## src/cpwm_pkg.sv

```systemverilog
// Shared constants and types for the complementary PWM and phase counting block.
// Assumes a 32-bit APB slave with byte addresses in the low eight bits.
package cpwm_pkg;
    localparam int CNT_W = 16;
    localparam int PHASES = 3;
    localparam int ADDR_W = 8;

    // Register byte offsets
    localparam logic [ADDR_W-1:0] OFS_CTRL      = 8'h00;
    localparam logic [ADDR_W-1:0] OFS_PERIOD    = 8'h04;
    localparam logic [ADDR_W-1:0] OFS_LEAD      = 8'h08;
    localparam logic [ADDR_W-1:0] OFS_LAG       = 8'h0c;
    localparam logic [ADDR_W-1:0] OFS_EDGE0     = 8'h10;
    localparam logic [ADDR_W-1:0] OFS_BUF0      = 8'h1c;
    localparam logic [ADDR_W-1:0] OFS_PWM_STAT  = 8'h28;
    localparam logic [ADDR_W-1:0] OFS_QCTRL     = 8'h2c;
    localparam logic [ADDR_W-1:0] OFS_QIO       = 8'h30;
    localparam logic [ADDR_W-1:0] OFS_QIRQ      = 8'h34;
    localparam logic [ADDR_W-1:0] OFS_QSTAT     = 8'h38;
    localparam logic [ADDR_W-1:0] OFS_QCNT      = 8'h3c;
    localparam logic [ADDR_W-1:0] OFS_QREGA     = 8'h40;
    localparam logic [ADDR_W-1:0] OFS_QREGB     = 8'h44;
    localparam logic [ADDR_W-1:0] OFS_STEP      = 8'h04;

    // Field positions
    localparam int CTRL_CPWM = 0;
    localparam int CTRL_RUN  = 1;
    localparam int CTRL_BUF  = 2;
    localparam int CTRL_QRUN = 3;
    localparam int QC_PHASE  = 7;
    localparam int QC_CLR_LO = 5;
    localparam int ST_MATCH  = 0;
    localparam int ST_WRAP   = 1;
    localparam int QS_A      = 0;
    localparam int QS_B      = 1;
    localparam int QS_WRAP   = 2;

    // Values
    localparam logic [CNT_W-1:0] CNT_ZERO   = 16'h0000;
    localparam logic [CNT_W-1:0] CNT_ONE    = 16'h0001;
    localparam logic [CNT_W-1:0] CNT_MAX    = 16'hffff;
    localparam logic [CNT_W-1:0] PERIOD_RST = 16'hffff;
    localparam logic [CNT_W-1:0] EDGE_RST   = 16'hffff;
    localparam logic [1:0]       CLR_NONE   = 2'h0;
    localparam logic [1:0]       CLR_A      = 2'h1;
    localparam logic [1:0]       CLR_B      = 2'h2;

    typedef struct packed {
        logic quad_run;
        logic buf_en;
        logic run;
        logic cpwm_en;
    } pwm_ctrl_s;

    typedef enum logic [1:0] {
        DIR_UP   = 2'b01,
        DIR_DOWN = 2'b10
    } count_dir_e;
endpackage : cpwm_pkg

```

## src/cpwm_core.sv

```systemverilog
// Complementary three-phase PWM pair generator and quadrature phase counter.
// Assumes an APB master on i_core_clk; quadrature and capture pins are asynchronous.
// Summary of operation
// - Two timer channels combine into three complementary non-overlapping PWM pairs.
// - Complementary mode turns six pins into PWM outputs; both counters go up/down.
// - Each phase output and its inverted partner form one non-overlapping pair.
// - Period limit holds the lead counter upper limit minus one.
// - Each edge register sets its pair's switching point by compare match.
// - Counters turn down on lead period match, turn up on lag underflow.
// - Matches per cycle come lead, lag, lag, lead, giving the gap.
// - An edge value above the period limit gives constant 0% or 100%.
// - Channel match flag sets only on period matches while counting up.
// - Wrap flag sets only on lag counter underflow, never overflow.
// - Buffered edges transfer only at up period match and lag underflow.
// - Phase counting exists on one channel; direction from quadrature relation.
// - Phase mode ignores prescale and edge select; clear, capture, flags stay.
// - Every edge of both quadrature inputs counts, four per input cycle.
`timescale 1ns/1ps
module cpwm_core
    import cpwm_pkg::*;
(
    // Clock and reset
    input  wire logic              i_core_clk,
    input  wire logic              i_sys_rst,
    // APB slave
    input  wire logic              i_psel,
    input  wire logic              i_penable,
    input  wire logic              i_pwrite,
    input  wire logic [ADDR_W-1:0] i_paddr,
    input  wire logic [31:0]       i_pwdata,
    output logic      [31:0]       o_prdata,
    output logic                   o_pready,
    output logic                   o_pslverr,
    // PWM pairs
    output logic      [PHASES-1:0] o_phase_out,
    output logic      [PHASES-1:0] o_phase_out_n,
    // DMA trigger on up-count period match
    output logic                   o_dma_req,
    // Quadrature and capture pins
    input  wire logic              i_quad_in_a,
    input  wire logic              i_quad_in_b,
    input  wire logic              i_cap_a,
    input  wire logic              i_cap_b,
    output logic                   o_quad_irq
);
    pwm_ctrl_s        ctrl_reg;
    count_dir_e       dir_reg;
    logic [CNT_W-1:0] period_limit_reg;
    logic [CNT_W-1:0] lead_counter;
    logic [CNT_W-1:0] lag_counter;
    logic [CNT_W-1:0] edge_reg [PHASES];
    logic [CNT_W-1:0] buf_reg  [PHASES];
    logic             match_a_flag;
    logic             wrap_flag;
    logic [7:0]       quad_control_reg;
    logic [1:0]       quad_io_control_reg;
    logic [2:0]       quad_irq_enable_reg;
    logic [2:0]       quad_status_reg;
    logic [CNT_W-1:0] quad_counter;
    logic [CNT_W-1:0] quad_reg_a;
    logic [CNT_W-1:0] quad_reg_b;
    logic [3:0]       sync1_reg;
    logic [3:0]       sync2_reg;
    logic [3:0]       last_reg;
    logic [31:0]      rdata_next;
    logic             mapped;
    logic             wr;
    logic             counting;
    logic             top_turn;
    logic             bot_turn;
    logic             xfer;
    logic             a_chg;
    logic             b_chg;
    logic             q_step;
    logic             q_up;
    logic             q_phase;
    logic             cap_a_evt;
    logic             cap_b_evt;
    logic             q_match_a;
    logic             q_match_b;
    logic             q_wrap;
    logic             q_clear;

    // Zero wait states; read data is taken in the setup cycle
    assign o_pready  = 1'b1;
    assign o_pslverr = i_psel && i_penable && !mapped;
    assign wr        = i_psel && i_penable && i_pwrite && mapped;

    always_comb begin
        rdata_next = 32'h0000_0000;
        mapped     = 1'b1;
        case (i_paddr)
            OFS_CTRL:     rdata_next = {28'h000_0000, ctrl_reg};
            OFS_PERIOD:   rdata_next = {16'h0000, period_limit_reg};
            OFS_LEAD:     rdata_next = {16'h0000, lead_counter};
            OFS_LAG:      rdata_next = {16'h0000, lag_counter};
            OFS_PWM_STAT: rdata_next = {30'h0000_0000, wrap_flag, match_a_flag};
            OFS_QCTRL:    rdata_next = {24'h00_0000, quad_control_reg};
            OFS_QIO:      rdata_next = {30'h0000_0000, quad_io_control_reg};
            OFS_QIRQ:     rdata_next = {29'h0000_0000, quad_irq_enable_reg};
            OFS_QSTAT:    rdata_next = {29'h0000_0000, quad_status_reg};
            OFS_QCNT:     rdata_next = {16'h0000, quad_counter};
            OFS_QREGA:    rdata_next = {16'h0000, quad_reg_a};
            OFS_QREGB:    rdata_next = {16'h0000, quad_reg_b};
            default: begin
                mapped = 1'b0;
                for (int k = 0; k < PHASES; k++) begin
                    if (i_paddr == OFS_EDGE0 + ADDR_W'(k) * OFS_STEP) begin
                        rdata_next = {16'h0000, edge_reg[k]};
                        mapped     = 1'b1;
                    end
                    if (i_paddr == OFS_BUF0 + ADDR_W'(k) * OFS_STEP) begin
                        rdata_next = {16'h0000, buf_reg[k]};
                        mapped     = 1'b1;
                    end
                end
            end
        endcase
    end

    always_ff @(posedge i_core_clk or posedge i_sys_rst) begin
        if (i_sys_rst) begin
            o_prdata <= 32'h0000_0000;
        end else if (i_psel && !i_penable) begin
            o_prdata <= rdata_next;
        end
    end

    always_ff @(posedge i_core_clk or posedge i_sys_rst) begin
        if (i_sys_rst) begin
            ctrl_reg            <= '0;
            period_limit_reg    <= PERIOD_RST;
            quad_control_reg    <= 8'h00;
            quad_io_control_reg <= 2'h0;
            quad_irq_enable_reg <= 3'h0;
        end else if (wr) begin
            case (i_paddr)
                OFS_CTRL:   ctrl_reg            <= pwm_ctrl_s'(i_pwdata[3:0]);
                OFS_PERIOD: period_limit_reg    <= i_pwdata[CNT_W-1:0];
                OFS_QCTRL:  quad_control_reg    <= i_pwdata[7:0];
                OFS_QIO:    quad_io_control_reg <= i_pwdata[1:0];
                OFS_QIRQ:   quad_irq_enable_reg <= i_pwdata[2:0];
                default: ;
            endcase
        end
    end

    // Complementary counting: both counters share one direction
    assign counting = ctrl_reg.cpwm_en && ctrl_reg.run;
    assign top_turn = counting && dir_reg == DIR_UP && lead_counter == period_limit_reg;
    assign bot_turn = counting && dir_reg == DIR_DOWN && lag_counter == CNT_ZERO;
    assign xfer     = ctrl_reg.buf_en && (top_turn || bot_turn);
    assign o_dma_req = top_turn;

    always_ff @(posedge i_core_clk or posedge i_sys_rst) begin
        if (i_sys_rst) begin
            dir_reg <= DIR_UP;
        end else if (!counting) begin
            dir_reg <= DIR_UP;
        end else if (top_turn) begin
            dir_reg <= DIR_DOWN;
        end else if (bot_turn) begin
            dir_reg <= DIR_UP;
        end
    end

    // Software may preset counters while stopped; a preset wins over a count
    always_ff @(posedge i_core_clk or posedge i_sys_rst) begin
        if (i_sys_rst) begin
            lead_counter <= CNT_ZERO;
            lag_counter  <= CNT_ZERO;
        end else begin
            if (wr && i_paddr == OFS_LEAD) begin
                lead_counter <= i_pwdata[CNT_W-1:0];
            end else if (counting) begin
                lead_counter <= (dir_reg == DIR_UP) ? lead_counter + CNT_ONE
                                                    : lead_counter - CNT_ONE;
            end
            if (wr && i_paddr == OFS_LAG) begin
                lag_counter <= i_pwdata[CNT_W-1:0];
            end else if (counting) begin
                lag_counter <= (dir_reg == DIR_UP) ? lag_counter + CNT_ONE
                                                   : lag_counter - CNT_ONE;
            end
        end
    end

    // Flags: write 0 clears, a same-cycle event wins
    always_ff @(posedge i_core_clk or posedge i_sys_rst) begin
        if (i_sys_rst) begin
            match_a_flag <= 1'b0;
            wrap_flag    <= 1'b0;
        end else begin
            if (top_turn) begin
                match_a_flag <= 1'b1;
            end else if (wr && i_paddr == OFS_PWM_STAT && !i_pwdata[ST_MATCH]) begin
                match_a_flag <= 1'b0;
            end
            if (bot_turn) begin
                wrap_flag <= 1'b1;
            end else if (wr && i_paddr == OFS_PWM_STAT && !i_pwdata[ST_WRAP]) begin
                wrap_flag <= 1'b0;
            end
        end
    end

    generate
        for (genvar p = 0; p < PHASES; p++) begin : g_phase
            logic in_range;
            logic lead_hit;
            logic lag_hit;
            assign in_range = edge_reg[p] <= period_limit_reg;
            assign lead_hit = counting && in_range && lead_counter == edge_reg[p];
            assign lag_hit  = counting && in_range && lag_counter == edge_reg[p];

            always_ff @(posedge i_core_clk or posedge i_sys_rst) begin
                if (i_sys_rst) begin
                    edge_reg[p] <= EDGE_RST;
                    buf_reg[p]  <= EDGE_RST;
                end else begin
                    if (wr && i_paddr == OFS_BUF0 + ADDR_W'(p) * OFS_STEP) begin
                        buf_reg[p] <= i_pwdata[CNT_W-1:0];
                    end
                    if (xfer) begin
                        edge_reg[p] <= buf_reg[p];
                    end else if (wr && i_paddr == OFS_EDGE0 + ADDR_W'(p) * OFS_STEP) begin
                        edge_reg[p] <= i_pwdata[CNT_W-1:0];
                    end
                end
            end

            // Lead hits drive the inverted side, lag hits the true side
            always_ff @(posedge i_core_clk or posedge i_sys_rst) begin
                if (i_sys_rst) begin
                    o_phase_out[p]   <= 1'b0;
                    o_phase_out_n[p] <= 1'b0;
                end else if (!ctrl_reg.cpwm_en) begin
                    o_phase_out[p]   <= 1'b0;
                    o_phase_out_n[p] <= 1'b0;
                end else if (!ctrl_reg.run) begin
                    o_phase_out[p]   <= 1'b0;
                    o_phase_out_n[p] <= 1'b1;
                end else begin
                    if (lead_hit) begin
                        o_phase_out_n[p] <= (dir_reg == DIR_DOWN);
                    end
                    if (lag_hit) begin
                        o_phase_out[p] <= (dir_reg == DIR_UP);
                    end
                end
            end

            a_pair_exclusive: assert property (@(posedge i_core_clk) disable iff (i_sys_rst)
                !(o_phase_out[p] && o_phase_out_n[p]))
                else $error("phase pair driven high together");
            a_edge_out_range: assert property (@(posedge i_core_clk) disable iff (i_sys_rst)
                (counting && $past(counting) && !in_range && !$past(in_range))
                |-> $stable(o_phase_out[p]))
                else $error("out of range edge toggled output");
            a_edge_xfer_time: assert property (@(posedge i_core_clk) disable iff (i_sys_rst)
                ($changed(edge_reg[p]) && !$past(wr && i_paddr == OFS_EDGE0 + ADDR_W'(p) * OFS_STEP))
                |-> $past(ctrl_reg.buf_en && (top_turn || bot_turn)))
                else $error("edge changed outside a transfer moment");
        end
    endgenerate

    // Quadrature: two-flop sync, then a third stage for edge detection
    always_ff @(posedge i_core_clk or posedge i_sys_rst) begin
        if (i_sys_rst) begin
            sync1_reg <= 4'h0;
            sync2_reg <= 4'h0;
            last_reg  <= 4'h0;
        end else begin
            sync1_reg <= {i_cap_b, i_cap_a, i_quad_in_b, i_quad_in_a};
            sync2_reg <= sync1_reg;
            last_reg  <= sync2_reg;
        end
    end

    // Prescale and edge-select fields are not consulted in phase mode
    assign q_phase   = quad_control_reg[QC_PHASE] && ctrl_reg.quad_run;
    assign a_chg     = sync2_reg[0] ^ last_reg[0];
    assign b_chg     = sync2_reg[1] ^ last_reg[1];
    assign q_step    = q_phase && (a_chg ^ b_chg);
    assign q_up      = b_chg ? (sync2_reg[0] ^ sync2_reg[1])
                             : !(sync2_reg[0] ^ sync2_reg[1]);
    assign cap_a_evt = quad_io_control_reg[0] && sync2_reg[2] && !last_reg[2];
    assign cap_b_evt = quad_io_control_reg[1] && sync2_reg[3] && !last_reg[3];
    assign q_match_a = q_step && !quad_io_control_reg[0] && quad_counter == quad_reg_a;
    assign q_match_b = q_step && !quad_io_control_reg[1] && quad_counter == quad_reg_b;
    assign q_wrap    = q_step && (q_up ? quad_counter == CNT_MAX : quad_counter == CNT_ZERO);
    assign q_clear   = (quad_control_reg[QC_CLR_LO+:2] == CLR_A && (q_match_a || cap_a_evt))
                    || (quad_control_reg[QC_CLR_LO+:2] == CLR_B && (q_match_b || cap_b_evt));
    assign o_quad_irq = |(quad_status_reg & quad_irq_enable_reg);

    always_ff @(posedge i_core_clk or posedge i_sys_rst) begin
        if (i_sys_rst) begin
            quad_counter <= CNT_ZERO;
        end else if (q_clear) begin
            quad_counter <= CNT_ZERO;
        end else if (wr && i_paddr == OFS_QCNT) begin
            quad_counter <= i_pwdata[CNT_W-1:0];
        end else if (q_step) begin
            quad_counter <= q_up ? quad_counter + CNT_ONE : quad_counter - CNT_ONE;
        end
    end

    always_ff @(posedge i_core_clk or posedge i_sys_rst) begin
        if (i_sys_rst) begin
            quad_reg_a <= CNT_MAX;
            quad_reg_b <= CNT_MAX;
        end else begin
            if (cap_a_evt) begin
                quad_reg_a <= quad_counter;
            end else if (wr && i_paddr == OFS_QREGA) begin
                quad_reg_a <= i_pwdata[CNT_W-1:0];
            end
            if (cap_b_evt) begin
                quad_reg_b <= quad_counter;
            end else if (wr && i_paddr == OFS_QREGB) begin
                quad_reg_b <= i_pwdata[CNT_W-1:0];
            end
        end
    end

    always_ff @(posedge i_core_clk or posedge i_sys_rst) begin
        if (i_sys_rst) begin
            quad_status_reg <= 3'h0;
        end else begin
            for (int k = 0; k < 3; k++) begin
                if ((k == QS_A && (q_match_a || cap_a_evt))
                    || (k == QS_B && (q_match_b || cap_b_evt))
                    || (k == QS_WRAP && q_wrap)) begin
                    quad_status_reg[k] <= 1'b1;
                end else if (wr && i_paddr == OFS_QSTAT && !i_pwdata[k]) begin
                    quad_status_reg[k] <= 1'b0;
                end
            end
        end
    end

    a_turn_down: assert property (@(posedge i_core_clk) disable iff (i_sys_rst)
        (counting && dir_reg == DIR_UP && lead_counter == period_limit_reg
         && !(wr && (i_paddr == OFS_LEAD || i_paddr == OFS_CTRL)))
        |=> dir_reg == DIR_DOWN && lead_counter == $past(period_limit_reg) + CNT_ONE)
        else $error("no down turn at period match");
    a_turn_up: assert property (@(posedge i_core_clk) disable iff (i_sys_rst)
        (bot_turn && !(wr && (i_paddr == OFS_LAG || i_paddr == OFS_CTRL)))
        |=> dir_reg == DIR_UP && lag_counter == CNT_MAX ##1 lag_counter == CNT_ZERO)
        else $error("no up turn at lag underflow");
    a_match_up_only: assert property (@(posedge i_core_clk) disable iff (i_sys_rst)
        $rose(match_a_flag) |-> $past(dir_reg == DIR_UP && lead_counter == period_limit_reg))
        else $error("match flag set outside up count");
    a_wrap_underflow: assert property (@(posedge i_core_clk) disable iff (i_sys_rst)
        $rose(wrap_flag) |-> $past(dir_reg == DIR_DOWN && lag_counter == CNT_ZERO))
        else $error("wrap flag set without underflow");
    a_quad_step_up: assert property (@(posedge i_core_clk) disable iff (i_sys_rst)
        (q_step && q_up && !q_clear && !wr)
        |=> quad_counter == $past(quad_counter) + CNT_ONE)
        else $error("quadrature up step missed");
    a_quad_step_down: assert property (@(posedge i_core_clk) disable iff (i_sys_rst)
        (q_step && !q_up && !q_clear && !wr)
        |=> quad_counter == $past(quad_counter) - CNT_ONE)
        else $error("quadrature down step missed");
endmodule : cpwm_core

```

## config.mk

```make
export PLATFORM = sky130hd
export DESIGN_NAME = cpwm_core
export DESIGN_NICKNAME = d
export VERILOG_FILES = /design/src/cpwm_pkg.sv /design/src/cpwm_core.sv
export SDC_FILE = /design/constraint.sdc
export NUM_CORES = 1
export LEC_CHECK = 0
export BUFFER_PORTS_ARGS = -buffer_cell sky130_fd_sc_hd__buf_4
export CORE_ASPECT_RATIO = 1.75
export CORE_MARGIN = 4
export CORE_UTILIZATION = 42
export CTS_BUF_LIST = sky130_fd_sc_hd__clkbuf_4 sky130_fd_sc_hd__clkbuf_8
export DETAILED_ROUTE_END_ITERATION = 6
export PLACE_DENSITY = 0.55
export SKIP_LAST_GASP = 1
export SLEW_MARGIN = 10
export SYNTH_ARGS = -nofsm -noshare
export SYNTH_HDL_FRONTEND = slang
export SYNTH_SLANG_ARGS = --single-unit
```

## constraint.sdc

```tcl
create_clock -name i_core_clk -period 11.8 [get_ports i_core_clk]
set_input_delay 0.59 -clock i_core_clk [delete_from_list [all_inputs] [get_ports i_core_clk]]
set_output_delay 0.59 -clock i_core_clk [all_outputs]
set_load 0.1 [all_outputs]
```

==> results.md, run 1 <==
- **area share of the largest cell type after synthesis** 21.9%
- **setup repair after global routing missed its margin** no
- **Hold Violations, Final** 0
- **root cell of the clock tree** sky130_fd_sc_hd__clkbuf_8
- **buffering stage count on the worst path with inverters included** 1
- **final wirelength** 67900 um
- **initial core utilization** 42.5%
- **Tightest Hold Check Type** in2async
- **Synth Warn #** 0
- **count of buffers from port buffering** 57
- **dominant cell by count in the synthesized netlist** sky130_fd_sc_hd__nand2_1
- **crit share post-route** 34.7%
- **total cell area at the placement stage** 0.0180 sq mm
- **total number of vias** 14900
- **DR DRC count** 0
- **largest fanout of any net on the critical path** 54
- **Sequential cell area** 0.00644 sq mm
- **count of hold buffers inserted by post-cts repair** 0
- **cell area after synthesis** 0.0174 sq mm
- **clock tree from TritonCTS** yes
- **reported max-cap violation count** 0
- **grt ovf** 0
- **number of slew-limit violations in the final report** 0
- **worst path arrival time** 4.56 ns
- **most instantiated flip-flop cell in the synthesis netlist** sky130_fd_sc_hd__dfstp_2
- **synthesized netlist cell count** 1855
- **library cell with the largest summed area after synthesis** sky130_fd_sc_hd__dfstp_2
- **clock-pin slew of the registers on the worst-case setup and hold paths** 0.07 ns
- **post-synthesis area per instance** 9.38 sq um
- **top post-synthesis cells by area** sky130_fd_sc_hd__dfstp_2, sky130_fd_sc_hd__dfrtp_1, sky130_fd_sc_hd__ha_1, sky130_fd_sc_hd__mux2i_1, sky130_fd_sc_hd__xor2_1
- **Setup violations, final** 0
- **cell leakage power** 7.60 nW
- **area used by multi-input combinational logic** 0.0101 sq mm
- **floorplan core area** 0.0410 sq mm
- **worst supply voltage drop on vdd** 0.0655 mV
- **parity-gate share of the synthesized area counting xor and xnor cells** 9.67%
- **net count reported at finish** 1959
- **HPWL after detailed placement** 50900 um
- **type of origin of the critical path** flop
- **top cells by count, synth** sky130_fd_sc_hd__nand2_1, sky130_fd_sc_hd__dfstp_2, sky130_fd_sc_hd__nor2_1, sky130_fd_sc_hd__a21oi_1, sky130_fd_sc_hd__dfrtp_1
- **Cell Chain, Critical Path** xnor2_1 -> nand4_1 -> nor4_1 -> nand4_1 -> a21boi_4 -> buf_4 -> o21ai_0
- **top-level port count** 91
- **Max-Slew Margin vs Limit** 19.6%
- **number of synthesized flops with an enable pin** 0
- **hold slack final** 0.100 ns
- **number of register bits inferred by synthesis** 250
- **cell area power density** 104 mW/mm^2
- **result of the run** complete, no violations
- **summed area of non-filler cells in the final layout** 0.0189 sq mm
- **first-pass iteration count of the detailed router** 5
- **Clock Skew** 0.0256 ns
- **number of H-tree branching levels** 2
- **die outline width** 162 um
- **maximum number of pins on one net before global-route repair** 154
- **overall track demand over capacity in global routing** 30.0%
- **later-pin clock latency in the skew report** 0.59 ns
- **required time of the worst setup path** 12.27 ns
- **antenna violations before repair** 1
- **Synth Area in Compound Gates** 16.9%
- **Final Wtd Congestion** 1.02
- **sequential element share of the synthesized area** 37.0%
- **CP top delay family** compound AO/OA/AOI/OAI gates
- **routed length per instance** 28.1 um
- **average via count per standard cell** 6.15
- **Max Clock Freq** 244 MHz
- **total negative setup slack** 0 ns
- **multiplexer area fraction after synthesis** 10.8%
- **number of clock buffers inserted by TritonCTS** 42
- **number of nets with antenna violations after detailed routing** 0
- **final-layout fill cell count** 4118
- **post-synthesis share of cell area spent on full adders, half adders and majority gates** 5.77%
- **capturing element type of the critical path** flop
- **post-CTS setup buffer count** 0
- **die height** 277 um
- **dominant combinational cell family by area after synthesis** compound AO/OA/AOI/OAI gates
- **layout overhead on the synthesized area** 8.82%
- **area fraction in and, or, nand and nor cells after synthesis** 14.4%
- **count of instances resized after the clock tree is built** 0
- **die outline area** 0.0449 sq mm
- **number of global-route vias before repair** 15300
- **share of layout cells above drive strength 1** 22.0%
- **critical path class** reg2reg
- **biggest cell delay along the critical path** 1.01 ns
- **fin crit period** 4.09 ns
- **number of placement rows** 98
- **wire length of the first global-routing pass** 101000 um
- **CTS max path bufs** 3
- **fraction of registers with async set or reset after synthesis** 100%
- **highest-delay cell along the critical path** sky130_fd_sc_hd__a21boi_4
- **total power consumption of the routed design** 0.00197 W
- **dominant cell type by count on the critical path** sky130_fd_sc_hd__nand4_1
- **number of unique standard cell types used by synthesis** 86
- **violation count after the first detailed-route iteration** 1131
- **number of clock sinks seen by CTS** 250
- **Worst Max-Slew Pin Slew** 1.20 ns
==> placed cells by master, fill, tap and decap left out, types with 7 or more instances in the layout <==
cell / Yosys / layout
sky130_fd_sc_hd__a211oi_1: 29 / 29
sky130_fd_sc_hd__a21o_1: 16 / 16
sky130_fd_sc_hd__a21oi_1: 107 / 107
sky130_fd_sc_hd__a221oi_1: 8 / 8
sky130_fd_sc_hd__a222oi_1: 8 / 8
sky130_fd_sc_hd__a22o_1: 9 / 9
sky130_fd_sc_hd__a22oi_1: 48 / 48
sky130_fd_sc_hd__a31oi_1: 18 / 18
sky130_fd_sc_hd__and2_1: 9 / 9
sky130_fd_sc_hd__buf_4: 23 / 80
sky130_fd_sc_hd__clkbuf_4: 0 / 10
sky130_fd_sc_hd__clkbuf_8: 0 / 58
sky130_fd_sc_hd__conb_1: 2 / 17
sky130_fd_sc_hd__dfrtp_1: 105 / 105
sky130_fd_sc_hd__dfstp_2: 145 / 145
sky130_fd_sc_hd__ha_1: 77 / 77
sky130_fd_sc_hd__inv_1: 30 / 29
sky130_fd_sc_hd__mux2_1: 7 / 7
sky130_fd_sc_hd__mux2_2: 70 / 70
sky130_fd_sc_hd__mux2i_1: 94 / 94
sky130_fd_sc_hd__nand2_1: 150 / 150
sky130_fd_sc_hd__nand3_1: 38 / 38
sky130_fd_sc_hd__nand4_1: 38 / 38
sky130_fd_sc_hd__nor2_1: 139 / 139
sky130_fd_sc_hd__nor3_1: 29 / 28
sky130_fd_sc_hd__nor3_4: 9 / 9
sky130_fd_sc_hd__nor4_1: 36 / 35
sky130_fd_sc_hd__o211ai_1: 8 / 8
sky130_fd_sc_hd__o21ai_0: 104 / 104
sky130_fd_sc_hd__o21ai_1: 33 / 33
sky130_fd_sc_hd__o21bai_1: 8 / 8
sky130_fd_sc_hd__o22ai_1: 16 / 16
sky130_fd_sc_hd__or3_1: 11 / 11
sky130_fd_sc_hd__xnor2_1: 91 / 91
sky130_fd_sc_hd__xor2_1: 96 / 96
==> metal layers <==
| layer | GRT usage, % | vias up | share of wire (%) |
|---|---|---|---|
| met4 | 22.3 | 0 | 9.2 |
| met1 | 32.2 | 7380 | 35 |
| met2 | 53.1 | 596 | 52 |
| met3 | 3.99 | 261 | 4.7 |
| li1 | - | 6633 | - |
| met5 | 0 | - | 0 |
==> cell type report <==
| class | instances | share of cell area (%) |
|---|---|---|
| multi-input cells | 1426 | 53.4 |
| flip-flops and latches | 250 | 34.0 |
| clock buffers | 68 | 4.61 |
| well taps | 550 | 3.64 |
| repair buffers | 81 | 3.28 |
| inverters | 30 | 0.635 |
| clock inverters | 10 | 0.456 |
| diodes | 1 | 0.0132 |
==> kinds of logic after synthesis <==
| logic type | Yosys count |
|---|---|
| compound gates | 461 |
| xor+xnor | 189 |
| fa+ha+maj | 79 |
| buf+inv | 194 |
| flops | 250 |
| mux | 174 |
| other cells | 2 |
| simple gates | 506 |
==> through the flow <==
step	worst slack, ns	utilization, %	instances
2_1_floorplan	4.58	-	1870
3_3_place_gp	7.93	43.9	2337
3_5_place_dp	7.79	43.9	2337
4_1_cts	7.76	46.2	2415
5_1_grt	7.49	46.2	2416
6_report	7.71	46.2	2416
==> power breakdown <==
group,switching [W],internal [W]
clock,0.000396,0.000495
sequential,0.0000107,0.000871
combinational,0.000156,0.0000450
==> worst reg2reg max path, delay by kind of cell, from the launching register on <==
family / cells / cell delay (ns)
compound gates: 2 / 1.24
simple gates: 3 / 1.18
buf+inv: 1 / 0.60
flops: 1 / 0.52
xor+xnor: 1 / 0.44
==> path summary, 6_finish.rpt <==
check	start	to	slack, ns	depth (start not counted)
hold reg to reg	sync1_reg[3]	sync2_reg[3]	0.35	0
setup / recovery	lead_counter[9]	edge_reg[12]	7.71	7
hold / removal	i_sys_rst	sync1_reg[2]	0.10	2
setup reg to reg	lead_counter[9]	edge_reg[12]	7.71	7
max in group asynchronous	i_sys_rst	o_prdata[6]	10.32	3
min in group i_core_clk	i_quad_in_a	sync1_reg[0]	0.11	1
Note: power is estimated with default switching activity, not from simulation.
==> run 2: changes to the inputs <==
ABC_AREA = 1   (was default)
PLACE_DENSITY = 0.57   (was 0.55)
clock period = 3.5 ns   (was 11.8 ns; I/O delays follow)
==> run 2 against run 1 <==
  * First-iteration DRC count rose by 11%
  * Non-clock buffer count is 50 higher
  * Critical path type is now reg2out
  * Sequential power rose to 3.4 times the previous value
  * Area after synthesis grew 2.0%
==> results.md, run 2 <==
- **result of the run** complete, no violations
- **highest-delay cell along the critical path** sky130_fd_sc_hd__dfstp_2
- **hold slack final** 0.0383 ns
- **metal3 WL** 3690 um
- **violation count after the first detailed-route iteration** 1251
- **library cell with the largest summed area after synthesis** sky130_fd_sc_hd__dfstp_2
- **die outline area** 0.0457 sq mm
- **number of nets with antenna violations after detailed routing** 0
- **wire length of the first global-routing pass** 108000 um
- **floorplan core area** 0.0417 sq mm
- **maximum number of pins on one net before global-route repair** 88
- **HPWL after detailed placement** 56200 um
- **post-synthesis area per instance** 7.31 sq um
- **cell area after synthesis** 0.0177 sq mm
- **root cell of the clock tree** sky130_fd_sc_hd__clkbuf_8
- **CTS max path bufs** 3
- **overall track demand over capacity in global routing** 31.3%
- **top cells by count, synth** sky130_fd_sc_hd__nand2_1, sky130_fd_sc_hd__inv_1, sky130_fd_sc_hd__dfstp_2, sky130_fd_sc_hd__nand3_1, sky130_fd_sc_hd__o21ai_0
- **required time of the worst setup path** 3.32 ns
- **cell leakage power** 9.13 nW
- **number of synthesized flops with an enable pin** 0
- **top-level port count** 91
- **count of hold buffers inserted by post-cts repair** 21
- **type of origin of the critical path** flop
- **number of clock sinks seen by CTS** 250
- **antenna violations before repair** 1
- **most common cell after layout, fill and taps aside** sky130_fd_sc_hd__nand2_1
- **clock tree from TritonCTS** yes
- **total negative setup slack** 0 ns
- **sequential element share of the synthesized area** 36.3%
- **DR DRC count** 0
- **synthesized netlist cell count** 2429
- **worst path arrival time** 3.10 ns
- **number of clock buffers inserted by TritonCTS** 44
- **number of unique standard cell types used by synthesis** 53
- **met1 wire length** 25500 um
- **capturing element type of the critical path** output pin
- **Hold Violations, Final** 0
- **final wirelength** 72000 um
- **total number of vias** 17500
- **number of placement rows** 99
- **first-pass iteration count of the detailed router** 5
- **total power consumption of the routed design** 0.00693 W
- **post-CTS setup buffer count** 0
- **number of global-route vias before repair** 17400
- **area share of the largest cell type after synthesis** 21.5%
- **Clock Skew** 0.0407 ns
- **number of slew-limit violations in the final report** 0
- **die height** 280 um
- **leading cell types in the layout, fill and taps excluded** sky130_fd_sc_hd__nand2_1, sky130_fd_sc_hd__inv_1, sky130_fd_sc_hd__nand3_1, sky130_fd_sc_hd__dfstp_2, sky130_fd_sc_hd__o21ai_0
- **dominant cell by count in the synthesized netlist** sky130_fd_sc_hd__nand2_1
- **number of H-tree branching levels** 2
- **later-pin clock latency in the skew report** 0.61 ns
- **cell area power density** 346 mW/mm^2
- **Worst Max-Slew Pin Slew** 0.880 ns
- **initial core utilization** 42.5%
- **top sig layer** met4
- **clock-pin slew of the registers on the worst-case setup and hold paths** 0.07 ns
- **number of register bits inferred by synthesis** 250
- **net count reported at finish** 2627
- **largest fanout of any net on the critical path** 14
- **Final Wtd Congestion** 0.979
- **detailed-routed wire length on met2** 37100 um
- **Max Clock Freq** 305 MHz
- **count of instances resized after the clock tree is built** 0
- **die outline width** 163 um
- **share of layout cells above drive strength 1** 16.0%
- **crit share post-route** 93.5%
- **routed length per instance** 23.3 um
- **biggest cell delay along the critical path** 0.52 ns
- **Synth Warn #** 0
- **critical path class** reg2out
- **top post-synthesis cells by area** sky130_fd_sc_hd__dfstp_2, sky130_fd_sc_hd__nand2_1, sky130_fd_sc_hd__dfrtp_1, sky130_fd_sc_hd__ha_1, sky130_fd_sc_hd__xnor2_1
- **most instantiated flip-flop cell in the synthesis netlist** sky130_fd_sc_hd__dfstp_2
- **reported max-cap violation count** 0
- **count of buffers from port buffering** 57
- **grt ovf** 0
- **fin crit period** 3.27 ns
- **FF-to-FF setup slack** 0.55 ns
- **average via count per standard cell** 5.66
- **layout overhead on the synthesized area** 12.7%
- **fraction of registers with async set or reset after synthesis** 100%
- **final-layout fill cell count** 4250
- **Cell Chain, Critical Path** inv_1 -> nor2_1 -> inv_1 -> buf_4 -> nor2_1 -> inv_1 -> nor3_1 -> nand3_1 -> nor4_4 -> buf_4
- **dominant cell type by count on the critical path** sky130_fd_sc_hd__inv_1
- **Setup violations, final** 0
- **Tightest Hold Check Type** in2reg
- **worst supply voltage drop on vdd** 0.259 mV
- **Max-Slew Margin vs Limit** 40.8%
- **setup repair after global routing missed its margin** no
## run 2: changes by cell type after synthesis, moves of 37 or more
cell                       previous run  this run
sky130_fd_sc_hd__mux2_2              70         0
sky130_fd_sc_hd__nand3_1             38       145
sky130_fd_sc_hd__nand2_1            150       781
sky130_fd_sc_hd__mux2i_1             94         0
sky130_fd_sc_hd__o211ai_1             8        55
sky130_fd_sc_hd__clkbuf_1            91        42
sky130_fd_sc_hd__o21ai_0            104       141
sky130_fd_sc_hd__xor2_1              96        46
sky130_fd_sc_hd__a22oi_1             48         0
sky130_fd_sc_hd__inv_1               30       195
## run 2: report_power, final
part           internal, W  switching [W]  total, W
registers          0.00293      0.0000314   0.00297
clock network      0.00190        0.00136   0.00325
logic             0.000164       0.000546  0.000711
total              0.00500        0.00193   0.00693
## run 2: worst max-delay path: cells and delay by family (launching register included)
| kind | cells | cell delay, ns |
|---|---|---|
| buf+inv | 5 | 0.85 |
| simple gates | 5 | 1.11 |
| flops | 1 | 0.52 |
## run 2: area by class of cell
type	instances	area (sq um)	area share [%]
inverter	213	808	4.04
multi-input combinational	1859	9910	49.6
sequential	250	6440	32.2
timing repair buffer	131	1110	5.55
tap	555	694	3.47
clock inverter	14	201	1.01
clock buffer	67	835	4.17
antenna	1	2.50	0.0125
## run 2: worst paths after layout
path | from | endpoint | cells after the start
setup / recovery | dir_reg[0] | o_dma_req | 10
hold / removal | i_paddr[2] | ctrl_reg[0] | 4
setup reg to reg | lag_counter[15] | edge_reg[30] | 10
hold reg to reg | sync1_reg[3] | sync2_reg[3] | 0
max in group asynchronous | i_sys_rst | buf_reg[36] | 4
min in group asynchronous | i_sys_rst | quad_counter[12] | 3
## run 2: cell families after synthesis
kind of cell / share of synthesized area (%)
AO/OA/AOI/OAI: 14.0
XOR/XNOR: 6.71
adder cells (fa/ha/maj): 5.65
buffers and inverters: 8.31
flip-flops: 36.3
other: 0.0423
AND/OR/NAND/NOR: 29.0
## run 2: routing by layer
layer	GRT usage, %	up-vias
met5	0	-
met4	20.7	0
met3	3.80	252
met2	56.6	711
met1	33.9	8348
li1	-	8179
## run 2: through the flow
| stage | area (sq um) | utilization, % | instances | setup slack, ns |
|---|---|---|---|---|
| after global routing | 20000 | 47.9 | 3090 | 0.141 |
| final | 20000 | 47.9 | 3090 | 0.226 |
| after CTS | 20000 | 47.9 | 3089 | 0.187 |
| after global placement | 18800 | 44.9 | 2987 | 0.620 |
| after detailed placement | 18800 | 44.9 | 2987 | 0.603 |
| after floorplan | 17800 | - | 2444 | 0.156 |
